## src/rtl/crc_engine_regs.svh

```systemverilog
/*
 Constants of the configurable check-value engine: widths, depths and
 reset values. Assumes inclusion by bare name from the rtl/ directory.
*/
// Summary of operation
// RULE_01 - Length field sets accumulator width, up to 16
// RULE_02 - Top and bottom polynomial terms forced to one
// RULE_03 - Polynomial bit 0 reads zero, acts one
// RULE_04 - Written terms fill everything between end terms
// RULE_05 - Only word-length data bits are used
// RULE_06 - Words pass staging shifter into accumulator
// RULE_07 - Bit order select picks MSb or LSb first
// RULE_08 - Accumulator seed is writable before starting
// RULE_09 - Low byte write latches word, starts processing
// RULE_10 - Augment select appends polynomial-length zero bits
// RULE_11 - Without augment, stop after last data bit
// RULE_12 - LSb-first with augment gives reversed result
// RULE_13 - Busy falling edge sets completion flag
// RULE_14 - Completion flag cleared only by software
// RULE_15 - Software and scanner words share one shifter
// RULE_16 - Word length field holds length minus one
// RULE_17 - Go control enables the shifting process
// RULE_18 - Full shown while all input buffer entries are occupied; inputFull is registered and follows one cycle late
// RULE_19 - Busy while shifting; then accumulator valid
// RULE_20 - One bit per clock, conditional polynomial XOR
`ifndef CRC_ENGINE_REGS_SVH
`define CRC_ENGINE_REGS_SVH

`define CRC_ACC_W 16
`define CRC_LEN_W 4
`define CRC_CNT_W 5
`define CRC_FIFO_DEPTH 8
`define CRC_FIFO_PTR_W 3
`define CRC_ACC_RESET 16'h0000
`define CRC_POLY_RESET 16'h0000
`define CRC_BYTE_RESET 8'h00
`define CRC_ALL_ONES 16'hFFFF
`define CRC_TOP_LEN 4'hF

`endif

```

## src/rtl/crc_engine_pkg.sv

```systemverilog
/*
 Types shared by the check-value engine: configuration carrier, shifter
 states and the accumulator width mask. Assumes the constants header.
*/
`include "crc_engine_regs.svh"

package crc_engine_pkg;

	typedef struct packed {
		logic [`CRC_LEN_W-1:0] polyLength;
		logic [`CRC_LEN_W-1:0] wordLength;
		logic bitOrderSelect;
		logic zeroAugmentSelect;
	} crc_cfg_t;

	typedef enum logic [1:0] {ST_IDLE, ST_DATA, ST_AUG} shift_state_t;

	function automatic logic [`CRC_ACC_W-1:0] lenMask(
		input logic [`CRC_LEN_W-1:0] len);
		return `CRC_ALL_ONES >> (`CRC_TOP_LEN - len);
	endfunction

endpackage

```

## src/rtl/crc_word_fifo.sv

```systemverilog
/*
 Word FIFO in front of the staging shifter, valid/ready on both sides.
 Assumes one clock and a synchronous active-high reset.
*/
module crc_word_fifo #(
	parameter int W = 16,
	parameter int DEPTH = 8,
	parameter int PTR_W = 3
) (
	input wire logic core_clk,
	input wire logic sys_rst,
	input wire logic inValid,
	input wire logic [W-1:0] inData,
	output logic inReady,
	output logic outValid,
	output logic [W-1:0] outData,
	input wire logic outReady,
	output logic [PTR_W:0] level
);
	logic [W-1:0] mem [DEPTH];
	logic [PTR_W-1:0] wrPtr_r;
	logic [PTR_W-1:0] rdPtr_r;
	logic [PTR_W:0] count_r;
	logic push;
	logic pop;

	assign inReady = (count_r != (PTR_W+1)'(DEPTH));
	assign outValid = (count_r != '0);
	assign outData = mem[rdPtr_r];
	assign level = count_r;
	assign push = inValid & inReady;
	assign pop = outValid & outReady;

	always_ff @(posedge core_clk) begin
		if (push) begin
			mem[wrPtr_r] <= inData;
		end
	end

	always_ff @(posedge core_clk) begin
		if (sys_rst) begin
			wrPtr_r <= '0;
			rdPtr_r <= '0;
			count_r <= '0;
		end else begin
			if (push) begin
				wrPtr_r <= wrPtr_r + 1'b1;
			end
			if (pop) begin
				rdPtr_r <= rdPtr_r + 1'b1;
			end
			count_r <= count_r + (PTR_W+1)'(push) - (PTR_W+1)'(pop);
		end
	end
endmodule // crc_word_fifo

```

## src/rtl/crc_bit_step.sv

```systemverilog
/*
 One division step of the XOR shift register: shifts one bit into the
 accumulator and folds in the polynomial when the top bit leaves.
*/
`include "crc_engine_regs.svh"

module crc_bit_step
	import crc_engine_pkg::*;
(
	input wire logic [`CRC_ACC_W-1:0] accIn,
	input wire logic dataBit,
	input wire logic [`CRC_ACC_W-1:0] polyEff,
	input wire logic [`CRC_LEN_W-1:0] polyLength,
	output logic [`CRC_ACC_W-1:0] accOut
);
	logic topBit;
	logic [`CRC_ACC_W-1:0] shifted;

	// The implicit top term is the bit that falls out of the accumulator
	assign topBit = accIn[polyLength]; // RULE_02
	assign shifted = {accIn[`CRC_ACC_W-2:0], dataBit};
	assign accOut = (shifted ^ (topBit ? polyEff : `CRC_ACC_RESET))
		& lenMask(polyLength); // RULE_01 RULE_20
endmodule // crc_bit_step

```

## src/rtl/crc_engine.sv

```systemverilog
/*
 Configurable check-value engine: polynomial and seed storage, input
 word assembly from software bytes or scanner words, a word FIFO, the
 staging shifter and the accumulator with completion flag. Assumes the
 control bits are held stable while busy and all inputs are synchronous.
*/
`include "crc_engine_regs.svh"

module crc_engine
	import crc_engine_pkg::*;
(
	input wire logic core_clk,
	input wire logic sys_rst,
	input wire crc_cfg_t crcCfg,
	input wire logic goCtrl,
	input wire logic polyWrEn,
	input wire logic [`CRC_ACC_W-1:0] polyWrData,
	input wire logic seedWrEn,
	input wire logic [`CRC_ACC_W-1:0] seedWrData,
	input wire logic wordHighWrEn,
	input wire logic wordLowWrEn,
	input wire logic [7:0] wordByte,
	input wire logic scanValid,
	input wire logic [`CRC_ACC_W-1:0] scanWord,
	input wire logic completionFlagClr,
	output logic [`CRC_ACC_W-1:0] checkAccumulator,
	output logic [`CRC_ACC_W-1:0] polynomialTerms,
	output logic inputFull,
	output logic busy,
	output logic completionFlag,
	output logic scanReady
);
	logic [`CRC_ACC_W-1:0] acc_r;
	logic [`CRC_ACC_W-1:0] polyTerms_r;
	logic [7:0] wordHigh_r;
	logic [`CRC_ACC_W-1:0] staging_r;
	logic [`CRC_CNT_W-1:0] bitCnt_r;
	shift_state_t state_r;
	shift_state_t stateNxt;
	logic busy_r;
	logic busyNxt;
	logic flag_r;
	logic full_r;
	logic scanReady_r;

	logic [`CRC_ACC_W-1:0] polyEff;
	logic [`CRC_ACC_W-1:0] accNext;
	logic [`CRC_ACC_W-1:0] pushWord;
	logic [`CRC_ACC_W-1:0] popWord;
	logic [`CRC_ACC_W-1:0] maskedWord;
	logic [`CRC_FIFO_PTR_W:0] fifoLevel;
	logic scanTake;
	logic fifoInValid;
	logic fifoInReady;
	logic fifoOutValid;
	logic fifoPop;
	logic shiftBit;
	logic stepEn;
	logic lastBit;

	// Bit 0 is stored as zero but used as one
	assign polyEff = {polyTerms_r[`CRC_ACC_W-1:1], 1'b1}; // RULE_02 RULE_04

	// A low-byte write wins the FIFO port; the scanner retries next cycle
	assign scanTake = scanValid & scanReady_r & ~wordLowWrEn; // RULE_15
	assign pushWord = wordLowWrEn ? {wordHigh_r, wordByte} : scanWord; // RULE_09
	assign fifoInValid = wordLowWrEn | scanTake; // RULE_15

	assign fifoPop = (state_r == ST_IDLE) & goCtrl & fifoOutValid; // RULE_17
	assign maskedWord = popWord & lenMask(crcCfg.wordLength); // RULE_05

	assign shiftBit = (state_r == ST_DATA) &
		(crcCfg.bitOrderSelect ? staging_r[0]
			: staging_r[`CRC_ACC_W-1]); // RULE_07
	assign stepEn = goCtrl & (state_r != ST_IDLE);
	assign lastBit = (bitCnt_r == '0);

	crc_word_fifo #(
		.W(`CRC_ACC_W),
		.DEPTH(`CRC_FIFO_DEPTH),
		.PTR_W(`CRC_FIFO_PTR_W)
	) u_fifo (
		.core_clk(core_clk),
		.sys_rst(sys_rst),
		.inValid(fifoInValid),
		.inData(pushWord),
		.inReady(fifoInReady),
		.outValid(fifoOutValid),
		.outData(popWord),
		.outReady(fifoPop),
		.level(fifoLevel)
	);

	crc_bit_step u_step (
		.accIn(acc_r),
		.dataBit(shiftBit),
		.polyEff(polyEff),
		.polyLength(crcCfg.polyLength),
		.accOut(accNext)
	);

	always_comb begin
		stateNxt = state_r;
		case (state_r)
			ST_IDLE: begin
				if (fifoPop) begin
					stateNxt = ST_DATA;
				end
			end
			ST_DATA: begin
				if (goCtrl && lastBit) begin
					// Zeros follow only once no further word is waiting
					if (fifoOutValid) begin
						stateNxt = ST_IDLE;
					end else if (crcCfg.zeroAugmentSelect) begin
						stateNxt = ST_AUG; // RULE_10
					end else begin
						stateNxt = ST_IDLE; // RULE_11
					end
				end
			end
			ST_AUG: begin
				if (goCtrl && lastBit) begin
					stateNxt = ST_IDLE;
				end
			end
			default: begin
				stateNxt = ST_IDLE;
			end
		endcase
	end

	always_ff @(posedge core_clk) begin
		if (sys_rst) begin
			state_r <= ST_IDLE;
		end else begin
			state_r <= stateNxt;
		end
	end

	always_ff @(posedge core_clk) begin
		if (sys_rst) begin
			polyTerms_r <= `CRC_POLY_RESET;
		end else if (polyWrEn) begin
			polyTerms_r <= {polyWrData[`CRC_ACC_W-1:1], 1'b0}; // RULE_03
		end
	end

	always_ff @(posedge core_clk) begin
		if (sys_rst) begin
			wordHigh_r <= `CRC_BYTE_RESET;
		end else if (wordHighWrEn) begin
			wordHigh_r <= wordByte;
		end
	end

	// Staging shifter and its bit counter
	always_ff @(posedge core_clk) begin
		if (sys_rst) begin
			staging_r <= `CRC_ACC_RESET;
			bitCnt_r <= '0;
		end else if (fifoPop) begin
			// MSb-first words are left-aligned so the top bit is bit 15
			staging_r <= crcCfg.bitOrderSelect ? maskedWord
				: maskedWord << (`CRC_TOP_LEN - crcCfg.wordLength); // RULE_06 RULE_07
			bitCnt_r <= `CRC_CNT_W'(crcCfg.wordLength); // RULE_16
		end else if (stepEn) begin
			if (lastBit && state_r == ST_DATA) begin
				staging_r <= `CRC_ACC_RESET;
				bitCnt_r <= `CRC_CNT_W'(crcCfg.polyLength); // RULE_10
			end else begin
				staging_r <= crcCfg.bitOrderSelect ? (staging_r >> 1)
					: (staging_r << 1); // RULE_06
				bitCnt_r <= bitCnt_r - 1'b1;
			end
		end
	end

	// Reversed result in LSb-first mode falls out of the same step
	always_ff @(posedge core_clk) begin
		if (sys_rst) begin
			acc_r <= `CRC_ACC_RESET;
		end else if (seedWrEn) begin
			acc_r <= seedWrData; // RULE_08
		end else if (stepEn) begin
			acc_r <= accNext; // RULE_20 RULE_12
		end
	end

	assign busyNxt = (stateNxt != ST_IDLE) | fifoOutValid | fifoInValid;

	always_ff @(posedge core_clk) begin
		if (sys_rst) begin
			busy_r <= 1'b0;
		end else begin
			busy_r <= busyNxt; // RULE_19
		end
	end

	// Set wins over a clear in the same cycle
	always_ff @(posedge core_clk) begin
		if (sys_rst) begin
			flag_r <= 1'b0;
		end else if (busy_r && !busyNxt) begin
			flag_r <= 1'b1; // RULE_13
		end else if (completionFlagClr) begin
			flag_r <= 1'b0; // RULE_14
		end
	end

	// Full lags the FIFO by a cycle; writes into a full FIFO are dropped
	always_ff @(posedge core_clk) begin
		if (sys_rst) begin
			full_r <= 1'b0;
			scanReady_r <= 1'b0;
		end else begin
			full_r <= ~fifoInReady; // RULE_18
			scanReady_r <= (fifoLevel <=
				(`CRC_FIFO_PTR_W+1)'(`CRC_FIFO_DEPTH - 2));
		end
	end

	assign checkAccumulator = acc_r;
	assign polynomialTerms = polyTerms_r;
	assign inputFull = full_r;
	assign busy = busy_r;
	assign completionFlag = flag_r;
	assign scanReady = scanReady_r;

	// Checks
	logic [`CRC_CNT_W:0] runCnt_r;

	always_ff @(posedge core_clk) begin
		if (sys_rst || state_r != stateNxt) begin
			runCnt_r <= '0;
		end else if (stepEn) begin
			runCnt_r <= runCnt_r + 1'b1;
		end
	end
endmodule // crc_engine

```

## config.mk

```make
export PLATFORM = sky130hd
export DESIGN_NAME = crc_engine
export DESIGN_NICKNAME = d
export VERILOG_FILES = /design/src/rtl/crc_engine_pkg.sv /design/src/rtl/crc_word_fifo.sv /design/src/rtl/crc_bit_step.sv /design/src/rtl/crc_engine.sv
export VERILOG_INCLUDE_DIRS = /design/src /design/src/rtl
export SDC_FILE = /design/constraint.sdc
export NUM_CORES = 1
export LEC_CHECK = 0
export BUFFER_PORTS_ARGS = -buffer_cell sky130_fd_sc_hd__buf_4
export CORE_MARGIN = 1.5
export CORE_UTILIZATION = 64
export CTS_BUF_LIST = sky130_fd_sc_hd__clkbuf_8 sky130_fd_sc_hd__clkbuf_16
export CTS_CLUSTER_SIZE = 14
export DETAILED_ROUTE_END_ITERATION = 7
export HOLD_SLACK_MARGIN = 0.02
export PLACE_DENSITY = 0.82
export SYNTH_ARGS = -nofsm -noshare
export SYNTH_HDL_FRONTEND = slang
export SYNTH_HIERARCHICAL = 1
export SYNTH_SLANG_ARGS = --single-unit
```

## constraint.sdc

```tcl
create_clock -name core_clk -period 5.7 [get_ports core_clk]
set_clock_uncertainty 0.2 [all_clocks]
set_input_delay 1.14 -clock core_clk [delete_from_list [all_inputs] [get_ports core_clk]]
set_output_delay 1.14 -clock core_clk [all_outputs]
set_load 0.02 [all_outputs]
```

==> reports/metrics.yaml, run 1 <==
syn_area_um2: 10600
clk_pin_slew_ns: 0.06
nNetsFinal: 1011
timing.rr.end: "u_fifo/level[2]"
cts_hold_buf: 0
htree_levels: 1
ir_worst_vdd_uv: 358
synthToLayoutAreaGrowth_pct: 14.3
hold_start: "staging_r[4]"
netlist_top_cells_count: "128 x edfxtp_1, 96 x nor2_1, 79 x dfxtp_1, 79 x mux2i_1, 49 x mux2_2"
grt_first_pass_wirelength_mm: 40.5
cpPeakStageDelay_ns: 0.54
die_w_um: 132
synth-seq-cells: 207
r2r_setup_slack_ns: 1.97
arrival_ns: 3.90
synth-seq-area-share: 0.512
synth_nets: 939
cts_buffers: 22
syn_area_per_cell_um2: 12.4
cp_slowest_cell: "nor3b_1"
whs_path_depth: 2
floorplan.die_area_um2: 17300
hold_viol_final: 0
synth.most_common_cell: "edfxtp_1"
pin_count: 111
crit_chain: "inv_1 -> ha_1 -> nor3b_1 -> inv_1 -> nand4bb_1 -> inv_1 -> nor2b_1 -> xnor2_1 -> ha_1 -> fa_1 -> xnor2_1 -> nor2_1"
powerDensity_nw_per_um2: 381
io_buffers: 108
root_buffer: "clkbuf_16"
max_freq_mhz: 268
finalSetupTns_ns: 0
synth_top_cell_area_share: 0.363
yosys.cell_types.count: 80
hp-class: "reg2reg"
via_count: 7441
initial_utilization: 0.660
synth_area_leaders: "edfxtp_1 36%, dfxtp_1 15%, mux2i_1 7.5%"
worst-path-buf-inv: 3
ys_warn_count: 6
drc: 0
finalCritPeriodShare: 0.654
path_common_cell: "inv_1"
path_max_fanout: 7
finalPower_w: 0.00461
relSlewSlack: 0.193
reg2reg_depth: 12
maxCapViolCount: 0
min_period_ns: 3.73
cts_tree: "done"
synth_cells: 854
post_cts.repair.setup_buffers: 0
drive_above_1_share: 0.246
outcome: "finished, final reports clean"
core_region_area_um2: 16100
worstPathRequired_ns: 5.87
rows: 46
grt_max_degree: 85
clk-insertion-delay-late_ns: 0.52
synth_edf_count: 128
rsz0062_at_grt: "false"
overflow: 0
post_drt_via_cell_ratio: 6.43
antenna_found_initial: 0
wire_per_inst_um: 22.3
hpwl_mm: 16.2
numClockSinks: 207
worst_slew_pin_slew_ns: 1.20
worstHoldEndpoint: "staging_r[4]"
wirelength_mm: 25.8
track_usage: 0.299
cp-startpoint: "u_fifo/level[2]"
grt_pass1_vias: 7581
routabilityCongestion: 0.881
async_reset_ff_frac: 0
synth_ff_type: "edfxtp_1"
first_iter_violations: 684
fp.dieH_um: 132
worst-setup-path-type: "reg2reg"
yosys.area.top_type: "edfxtp_1"
cts_buffer_depth: 3
n_antenna_cell: 0
cts-resized-gates: 0
power_leakage_nw: 4.58
critical_path.top_delay_family: "simple AND/OR/NAND/NOR gates"
timing.rr.start: "u_fifo/level[2]"
slew_viol_final: 0
drt_pass1_iterations: 6
setup_viol: 0
cp-start-kind: "flip-flop"
worstSetupEndpointType: "flip-flop"
ant_nets: 0
## layer usage
layer | wire length (um) | GRT usage | vias up
met5 | 0 | 0 | -
met4 | 795 | 0.117 | 0
met3 | 1820 | 0.0540 | 63
met2 | 13200 | 0.523 | 362
met1 | 9990 | 0.368 | 3609
li1 | - | - | 3407
## area by class of cell
type / instances / area [um2]
Timing Repair Buffer: 112 / 841
Tap cell: 216 / 270
Sequential cell: 207 / 5430
Multi-Input combinational cell: 566 / 4790
Clock inverter: 14 / 114
Clock buffer: 26 / 606
Fill cell: 951 / 3950
Inverter: 17 / 63.8
## logic make-up (layout without fill, tap and decap cells)
logic type      Yosys count  count (layout)  share of synthesized area
buf+inv                  81             169                     0.0416
xor+xnor                  7               7                    0.00578
simple gates            222             222                      0.101
other cells               2               2                   0.000709
mux                     168             168                      0.221
flops                   207             207                      0.512
compound gates          157             157                      0.106
fa+ha+maj                10              10                     0.0125
## cells in the final DEF (no fill, tap or decap), types with 4 or more instances in the layout
cell type / count
mux2_2: 49
nand2b_1: 13
a211o_1: 6
xnor2_1: 5
nand3_1: 9
buf_4: 112
nand2_1: 42
clkbuf_16: 22
a22oi_1: 9
mux2i_1: 79
o211ai_1: 11
nor2_2: 4
o21ai_0: 17
nor2_1: 93
a21boi_0: 4
edfxtp_1: 128
nor2b_1: 14
a21boi_2: 6
dfxtp_1: 79
nor3_4: 4
clkinv_2: 4
mux4_1: 29
ha_1: 9
a31oi_1: 7
a21oi_1: 47
a311oi_1: 4
and2_1: 4
nor3_1: 10
mux4_2: 10
clkbuf_8: 4
clkinv_1: 4
inv_1: 20
## stage by stage
step | cells | worst slack (ns) | util | instance area (um2) | hold slack, ns
after CTS | 1158 | 2.00 | 0.754 | 12100 | 0.286
final | 1158 | 1.97 | 0.754 | 12100 | 0.281
after detailed placement | 1118 | 1.62 | 0.709 | 11400 | 0.274
after global placement | 1118 | 1.70 | 0.709 | 11400 | 0.227
after floorplan | 854 | 1.78 | - | 10600 | 0.218
after global routing | 1158 | 1.78 | 0.754 | 12100 | 0.307
## power by group
group          internal (W)  switching, W  leakage [nW]
clock network      0.000806      0.000592         0.363
registers           0.00178      0.000140          1.82
logic              0.000551      0.000740          2.39
total               0.00314       0.00147          4.58
## state kept, by name, summed over array words and instances (netlist names), named ones only
name              cells
u_fifo/rdPtr_r        3
state_r               2
busy                  1
u_fifo/mem          128
u_fifo/wrPtr_r        3
wordHigh_r            8
completionFlag        1
polynomialTerms      15
bitCnt_r              5
inputFull             1
checkAccumulator     16
u_fifo/level          4
staging_r            16
scanReady             1
## worst min-delay path, stage by stage, from the launching register on
cell,delay (ns)
dfxtp_1,0.32
nand2_1,0.06
a21oi_1,0.05
## worst max path at each step
stage | endpoint | cells past startpoint
floorplan | u_fifo/mem[0][0] | 4
global placement | checkAccumulator[6] | 10
detailed placement | checkAccumulator[7] | 10
CTS | u_fifo/level[1] | 11
global route | u_fifo/level[2] | 12
finish | u_fifo/level[2] | 12
(Power assumes the default switching activity.)
==> run 2: changes to the inputs <==
CORE_UTILIZATION = 54   (was 64)
PLACE_DENSITY = 0.73   (was 0.82)
clock period = 3.22 ns   (was 5.7 ns; I/O delays follow)
==> run 2 against run 1 <==
Routed wire length is 8.0% lower. Non-clock buffer count increased by 23. Critical path depth shrank 4. Fmax rose by 23%. Sequential power is 74% higher. Count of clock-buffer cells in the layout down 2. Design area rose by 2.8%. Via count decreased by 1.8%. Setup slack got worse by 1.8 ns. Clock power rose by 99%. Die area increased by 18%. Register-to-register slack worse by 1.8 ns. Critical path type unchanged. Critical endpoint is now staging_r[5]. Largest power group unchanged.
==> reports/metrics.yaml, run 2 (same netlist as run 1, synthesis figures left out) <==
worst_slew_pin_slew_ns: 0.635
worstSetupEndpointType: "flip-flop"
wire_per_inst_um: 19.3
cts_buffers: 23
overflow: 0
setup_viol: 0
finalSetupTns_ns: 0
min_period_ns: 3.02
worstHoldEndpoint: "polynomialTerms[1]"
final_common_cell: "buf_4"
relSlewSlack: 0.576
largest_reg_flops: 128
cts_hold_buf: 0
antenna_found_initial: 0
timing.rr.end: "staging_r[5]"
via_count: 7306
n_antenna_cell: 0
rows: 51
max_freq_mhz: 331
drive_above_1_share: 0.263
root_buffer: "clkbuf_16"
synthToLayoutAreaGrowth_pct: 17.4
whs_path_depth: 3
utilization: 0.644
htree_levels: 1
track_usage: 0.233
pin_count: 111
power_leakage_nw: 4.77
post_drt_via_cell_ratio: 5.93
floorplan.die_area_um2: 20500
grt_pass1_vias: 6945
routabilityCongestion: 0.893
wirelength_mm: 23.8
rsz0062_at_grt: "false"
cp-start-kind: "flip-flop"
cts_buffer_depth: 3
final_cell_mix: "133 x buf_4, 128 x edfxtp_1, 96 x nor2_1"
finalCritPeriodShare: 0.939
clk-insertion-delay-late_ns: 0.52
initial_utilization: 0.548
grt_max_degree: 59
hp-class: "in2reg"
arrival_ns: 3.20
grt_first_pass_wirelength_mm: 37.5
r2r_setup_slack_ns: 0.20
reg2reg_depth: 8
fp.dieH_um: 143
ant_nets: 0
nNetsFinal: 1035
drt_pass1_iterations: 6
regMostFlops: "u_fifo/mem"
ir_worst_vdd_uv: 592
outcome: "finished, final reports clean"
first_iter_violations: 599
worst-setup-path-type: "reg2reg"
core_region_area_um2: 19300
drc: 0
worstPathRequired_ns: 3.40
path_max_fanout: 25
io_buffers: 108
clk_pin_slew_ns: 0.06
powerDensity_nw_per_um2: 678
hold_start: "polyWrData[1]"
hold_viol_final: 0
cts_tree: "done"
maxCapViolCount: 0
slew_viol_final: 0
die_w_um: 143
hpwl_mm: 15.5
numClockSinks: 207
-- run 2: cell type report --
type | count | area [um2]
Inverter | 17 | 63.8
Clock buffer | 24 | 589
Clock inverter | 18 | 226
Timing Repair Buffer | 135 | 1040
Sequential cell | 207 | 5430
Fill cell | 1465 | 6890
Multi-Input combinational cell | 566 | 4770
Tap cell | 265 | 332
-- run 2: what timing repair did --
item	CTS	global route
setup buffers	0	0
setup endpoints to repair	0	3
hold endpoints to repair	0	0
gates resized for setup	0	1
-- run 2: per-stage QoR --
stage	instance area (um2)	hold slack (ns)	worst slack, ns	std cells	power, W
floorplan	10600	0.218	0.136	854	0.00501
global placement	11600	0.246	0.165	1190	0.00564
detailed placement	11600	0.259	0.0939	1190	0.00568
CTS	12400	0.149	0.0640	1232	0.00848
global route	12400	0.156	0.0613	1232	0.00883
finish	12400	0.162	0.196	1232	0.00844
-- run 2: worst max-delay path by stage --
| stage | slack (ns) | to | startpoint |
|---|---|---|---|
| global route | 0.06 | staging_r[5] | flip-flop |
| global placement | 0.17 | u_fifo/level[2] | u_fifo/level[2] |
| detailed placement | 0.09 | u_fifo/level[2] | u_fifo/level[2] |
| CTS | 0.06 | u_fifo/level[2] | u_fifo/level[2] |
| finish | 0.20 | staging_r[5] | flip-flop |
| floorplan | 0.14 | u_fifo/level[2] | u_fifo/level[2] |
-- run 2: per-layer routing --
metal | wire, um | up-vias | GRT usage
met5 | 0 | - | 0
met4 | 479 | 0 | 0.0559
met3 | 1190 | 32 | 0.0292
met2 | 11600 | 239 | 0.396
met1 | 10500 | 3575 | 0.318
li1 | - | 3460 | -
-- run 2: critical path, cell delays in order (launching register included) --
cell and delay [ns]:
dfxtp_1 0.35, buf_12 0.22, mux4_1 0.59, mux2_2 0.36, mux4_2 0.51, a2bb2oi_1 0.21, o21ai_0 0.12, a222oi_1 0.24
nor2_1 0.07
-- run 2: where the power goes --
part | total, W | internal [W] | switching [W]
Combinational | 0.00232 | 0.00103 | 0.00128
Clock | 0.00278 | 0.00173 | 0.00105
Sequential | 0.00334 | 0.00315 | 0.000189
==> run 3: changes to the inputs <==
CORE_UTILIZATION = 28   (was 54)
PLACE_DENSITY = 0.41   (was 0.73)
SLEW_MARGIN = 15   (was not set)
==> run 3 against run 2 <==
Critical path depth unchanged. Final cell count increased by 21%. Total power decreased by 0.90%. First-iteration DRC count decreased by 43%. Global-route usage decreased by 8.5 points. Clock power decreased by 8.3%. Non-clock buffer count increased by 9. Routed wire length increased by 19%. Register-to-register slack improved by 0.097 ns. Setup slack improved by 0.097 ns. Count of clock-buffer cells in the layout increased by 3. Largest cell class unchanged.
==> reports/metrics.yaml, run 3 (same netlist as run 1, synthesis figures left out) <==
outcome: "finished, final reports clean"
worst-setup-path-type: "reg2reg"
overflow: 0
worst_slew_pin_slew_ns: 0.522
max_freq_mhz: 342
largest_reg_flops: 128
fillers: 3817
antenna_found_initial: 0
dp.cells: 1445
grt_first_pass_wirelength_mm: 43.9
htree_levels: 1
cp-start-kind: "flip-flop"
io_buffers: 108
ir_worst_vdd_uv: 363
pin_count: 111
worstPathRequired_ns: 3.44
nNetsFinal: 1046
n_antenna_cell: 0
cpPeakStageDelay_ns: 0.55
rsz0062_at_grt: "false"
via_count: 7154
drt_pass1_iterations: 5
track_usage: 0.147
hold_viol_final: 0
wire_per_inst_um: 19.0
regMostFlops: "u_fifo/mem"
ant_nets: 0
root_buffer: "clkbuf_16"
power_leakage_nw: 4.81
final_common_cell: "buf_4"
rows: 71
setup_viol: 0
relSlewSlack: 0.647
synthToLayoutAreaGrowth_pct: 20.9
maxCapViolCount: 0
cts_buffers: 25
slew_viol_final: 0
powerDensity_nw_per_um2: 653
arrival_ns: 3.14
drc: 0
cp_slowest_cell: "mux4_1"
hpwl_mm: 18.8
drive_above_1_share: 0.270
first_iter_violations: 339
floorplan.die_area_um2: 39000
clk-insertion-delay-late_ns: 0.54
crit_chain: "buf_12 -> mux4_1 -> mux2_2 -> mux4_2 -> a2bb2oi_1 -> o21ai_0 -> a222oi_1 -> nor2_1"
numClockSinks: 207
initial_utilization: 0.283
post_drt_via_cell_ratio: 4.80
hp-class: "in2reg"
grt_max_degree: 43
fp.dieH_um: 198
clk_pin_slew_ns: 0.05
cts_tree: "done"
grt_pass1_vias: 7285
die_w_um: 198
min_period_ns: 2.93
wirelength_mm: 28.3
worstSetupEndpointType: "flip-flop"
final_cell_mix: "138 x buf_4, 128 x edfxtp_1, 95 x nor2_1"
path_max_fanout: 14
worst-path-buf-inv: 1
cts_buffer_depth: 3
post_cts.repair.setup_buffers: 0
routabilityCongestion: 0.734
finalSetupTns_ns: 0
core_region_area_um2: 37500
finalCritPeriodShare: 0.909
critical_path.top_delay_family: "multiplexers"
final_cells: 1491
## run 3: cell count changes in the layout (fill, tap and decap cells not counted), moves of 2 or more
cell       before  now
clkinv_2        2    5
buf_12          2    6
clkinv_1        2    4
bufinv_16       5    0
clkbuf_16      23   25
inv_1          23   25
buf_4         133  138
## run 3: worst paths after layout
path / slack, ns / end / depth (start not counted) / startpoint
max: 0.29 / staging_r[5] / 8 / flip-flop
min: 0.14 / polynomialTerms[13] / 3 / polyWrData[13]
max reg2reg: 0.29 / staging_r[5] / 8 / flip-flop
min reg2reg: 0.25 / scanReady / 1 / u_fifo/level[3]
## run 3: tightest hold or removal path: stages
cell	delay, ns
buf_4	0.08
mux2i_1	0.05
nor2_1	0.07
## run 3: area by class of cell
cell class | instances | area (um2) | area share
Sequential cell | 207 | 5430 | 0.423
Multi-Input combinational cell | 566 | 4780 | 0.373
Timing Repair Buffer | 144 | 1160 | 0.0902
Clock buffer | 27 | 653 | 0.0510
Tap cell | 511 | 639 | 0.0499
Clock inverter | 19 | 98.8 | 0.00771
Inverter | 17 | 63.8 | 0.00498
## run 3: where the power goes
part | leakage, nW | switching (W) | total, W | internal [W]
clock network | 0.405 | 0.00109 | 0.00255 | 0.00146
logic | 2.59 | 0.00136 | 0.00247 | 0.00111
registers | 1.82 | 0.000192 | 0.00335 | 0.00315
total | 4.81 | 0.00264 | 0.00837 | 0.00572
## run 3: metal layers
| layer | part of all wire | wire (um) | GRT usage |
|---|---|---|---|
| met2 | 0.48 | 13600 | 0.248 |
| met5 | 0 | 0 | 0 |
| met1 | 0.47 | 13300 | 0.200 |
| met3 | 0.033 | 940 | 0.0215 |
| met4 | 0.017 | 485 | 0.0328 |
## run 3: stage by stage
stage               total power (W)  setup slack (ns)  instance area (um2)  hold slack (ns)  utilization
finish                      0.00837             0.293                12800            0.138        0.342
global route                0.00887            0.0940                12800            0.128        0.342
CTS                         0.00850            0.0251                12800            0.113        0.342
detailed placement          0.00589            0.0511                12100            0.243        0.322
global placement            0.00591             0.115                12100            0.250        0.322
floorplan                   0.00501             0.136                10600            0.218            -
## run 3: repair_timing
| action | 4_1_cts | 5_1_grt |
|---|---|---|
| hold buffers | 0 | 0 |
| setup endpoints to repair | 0 | 3 |
| resized for setup | 0 | 1 |
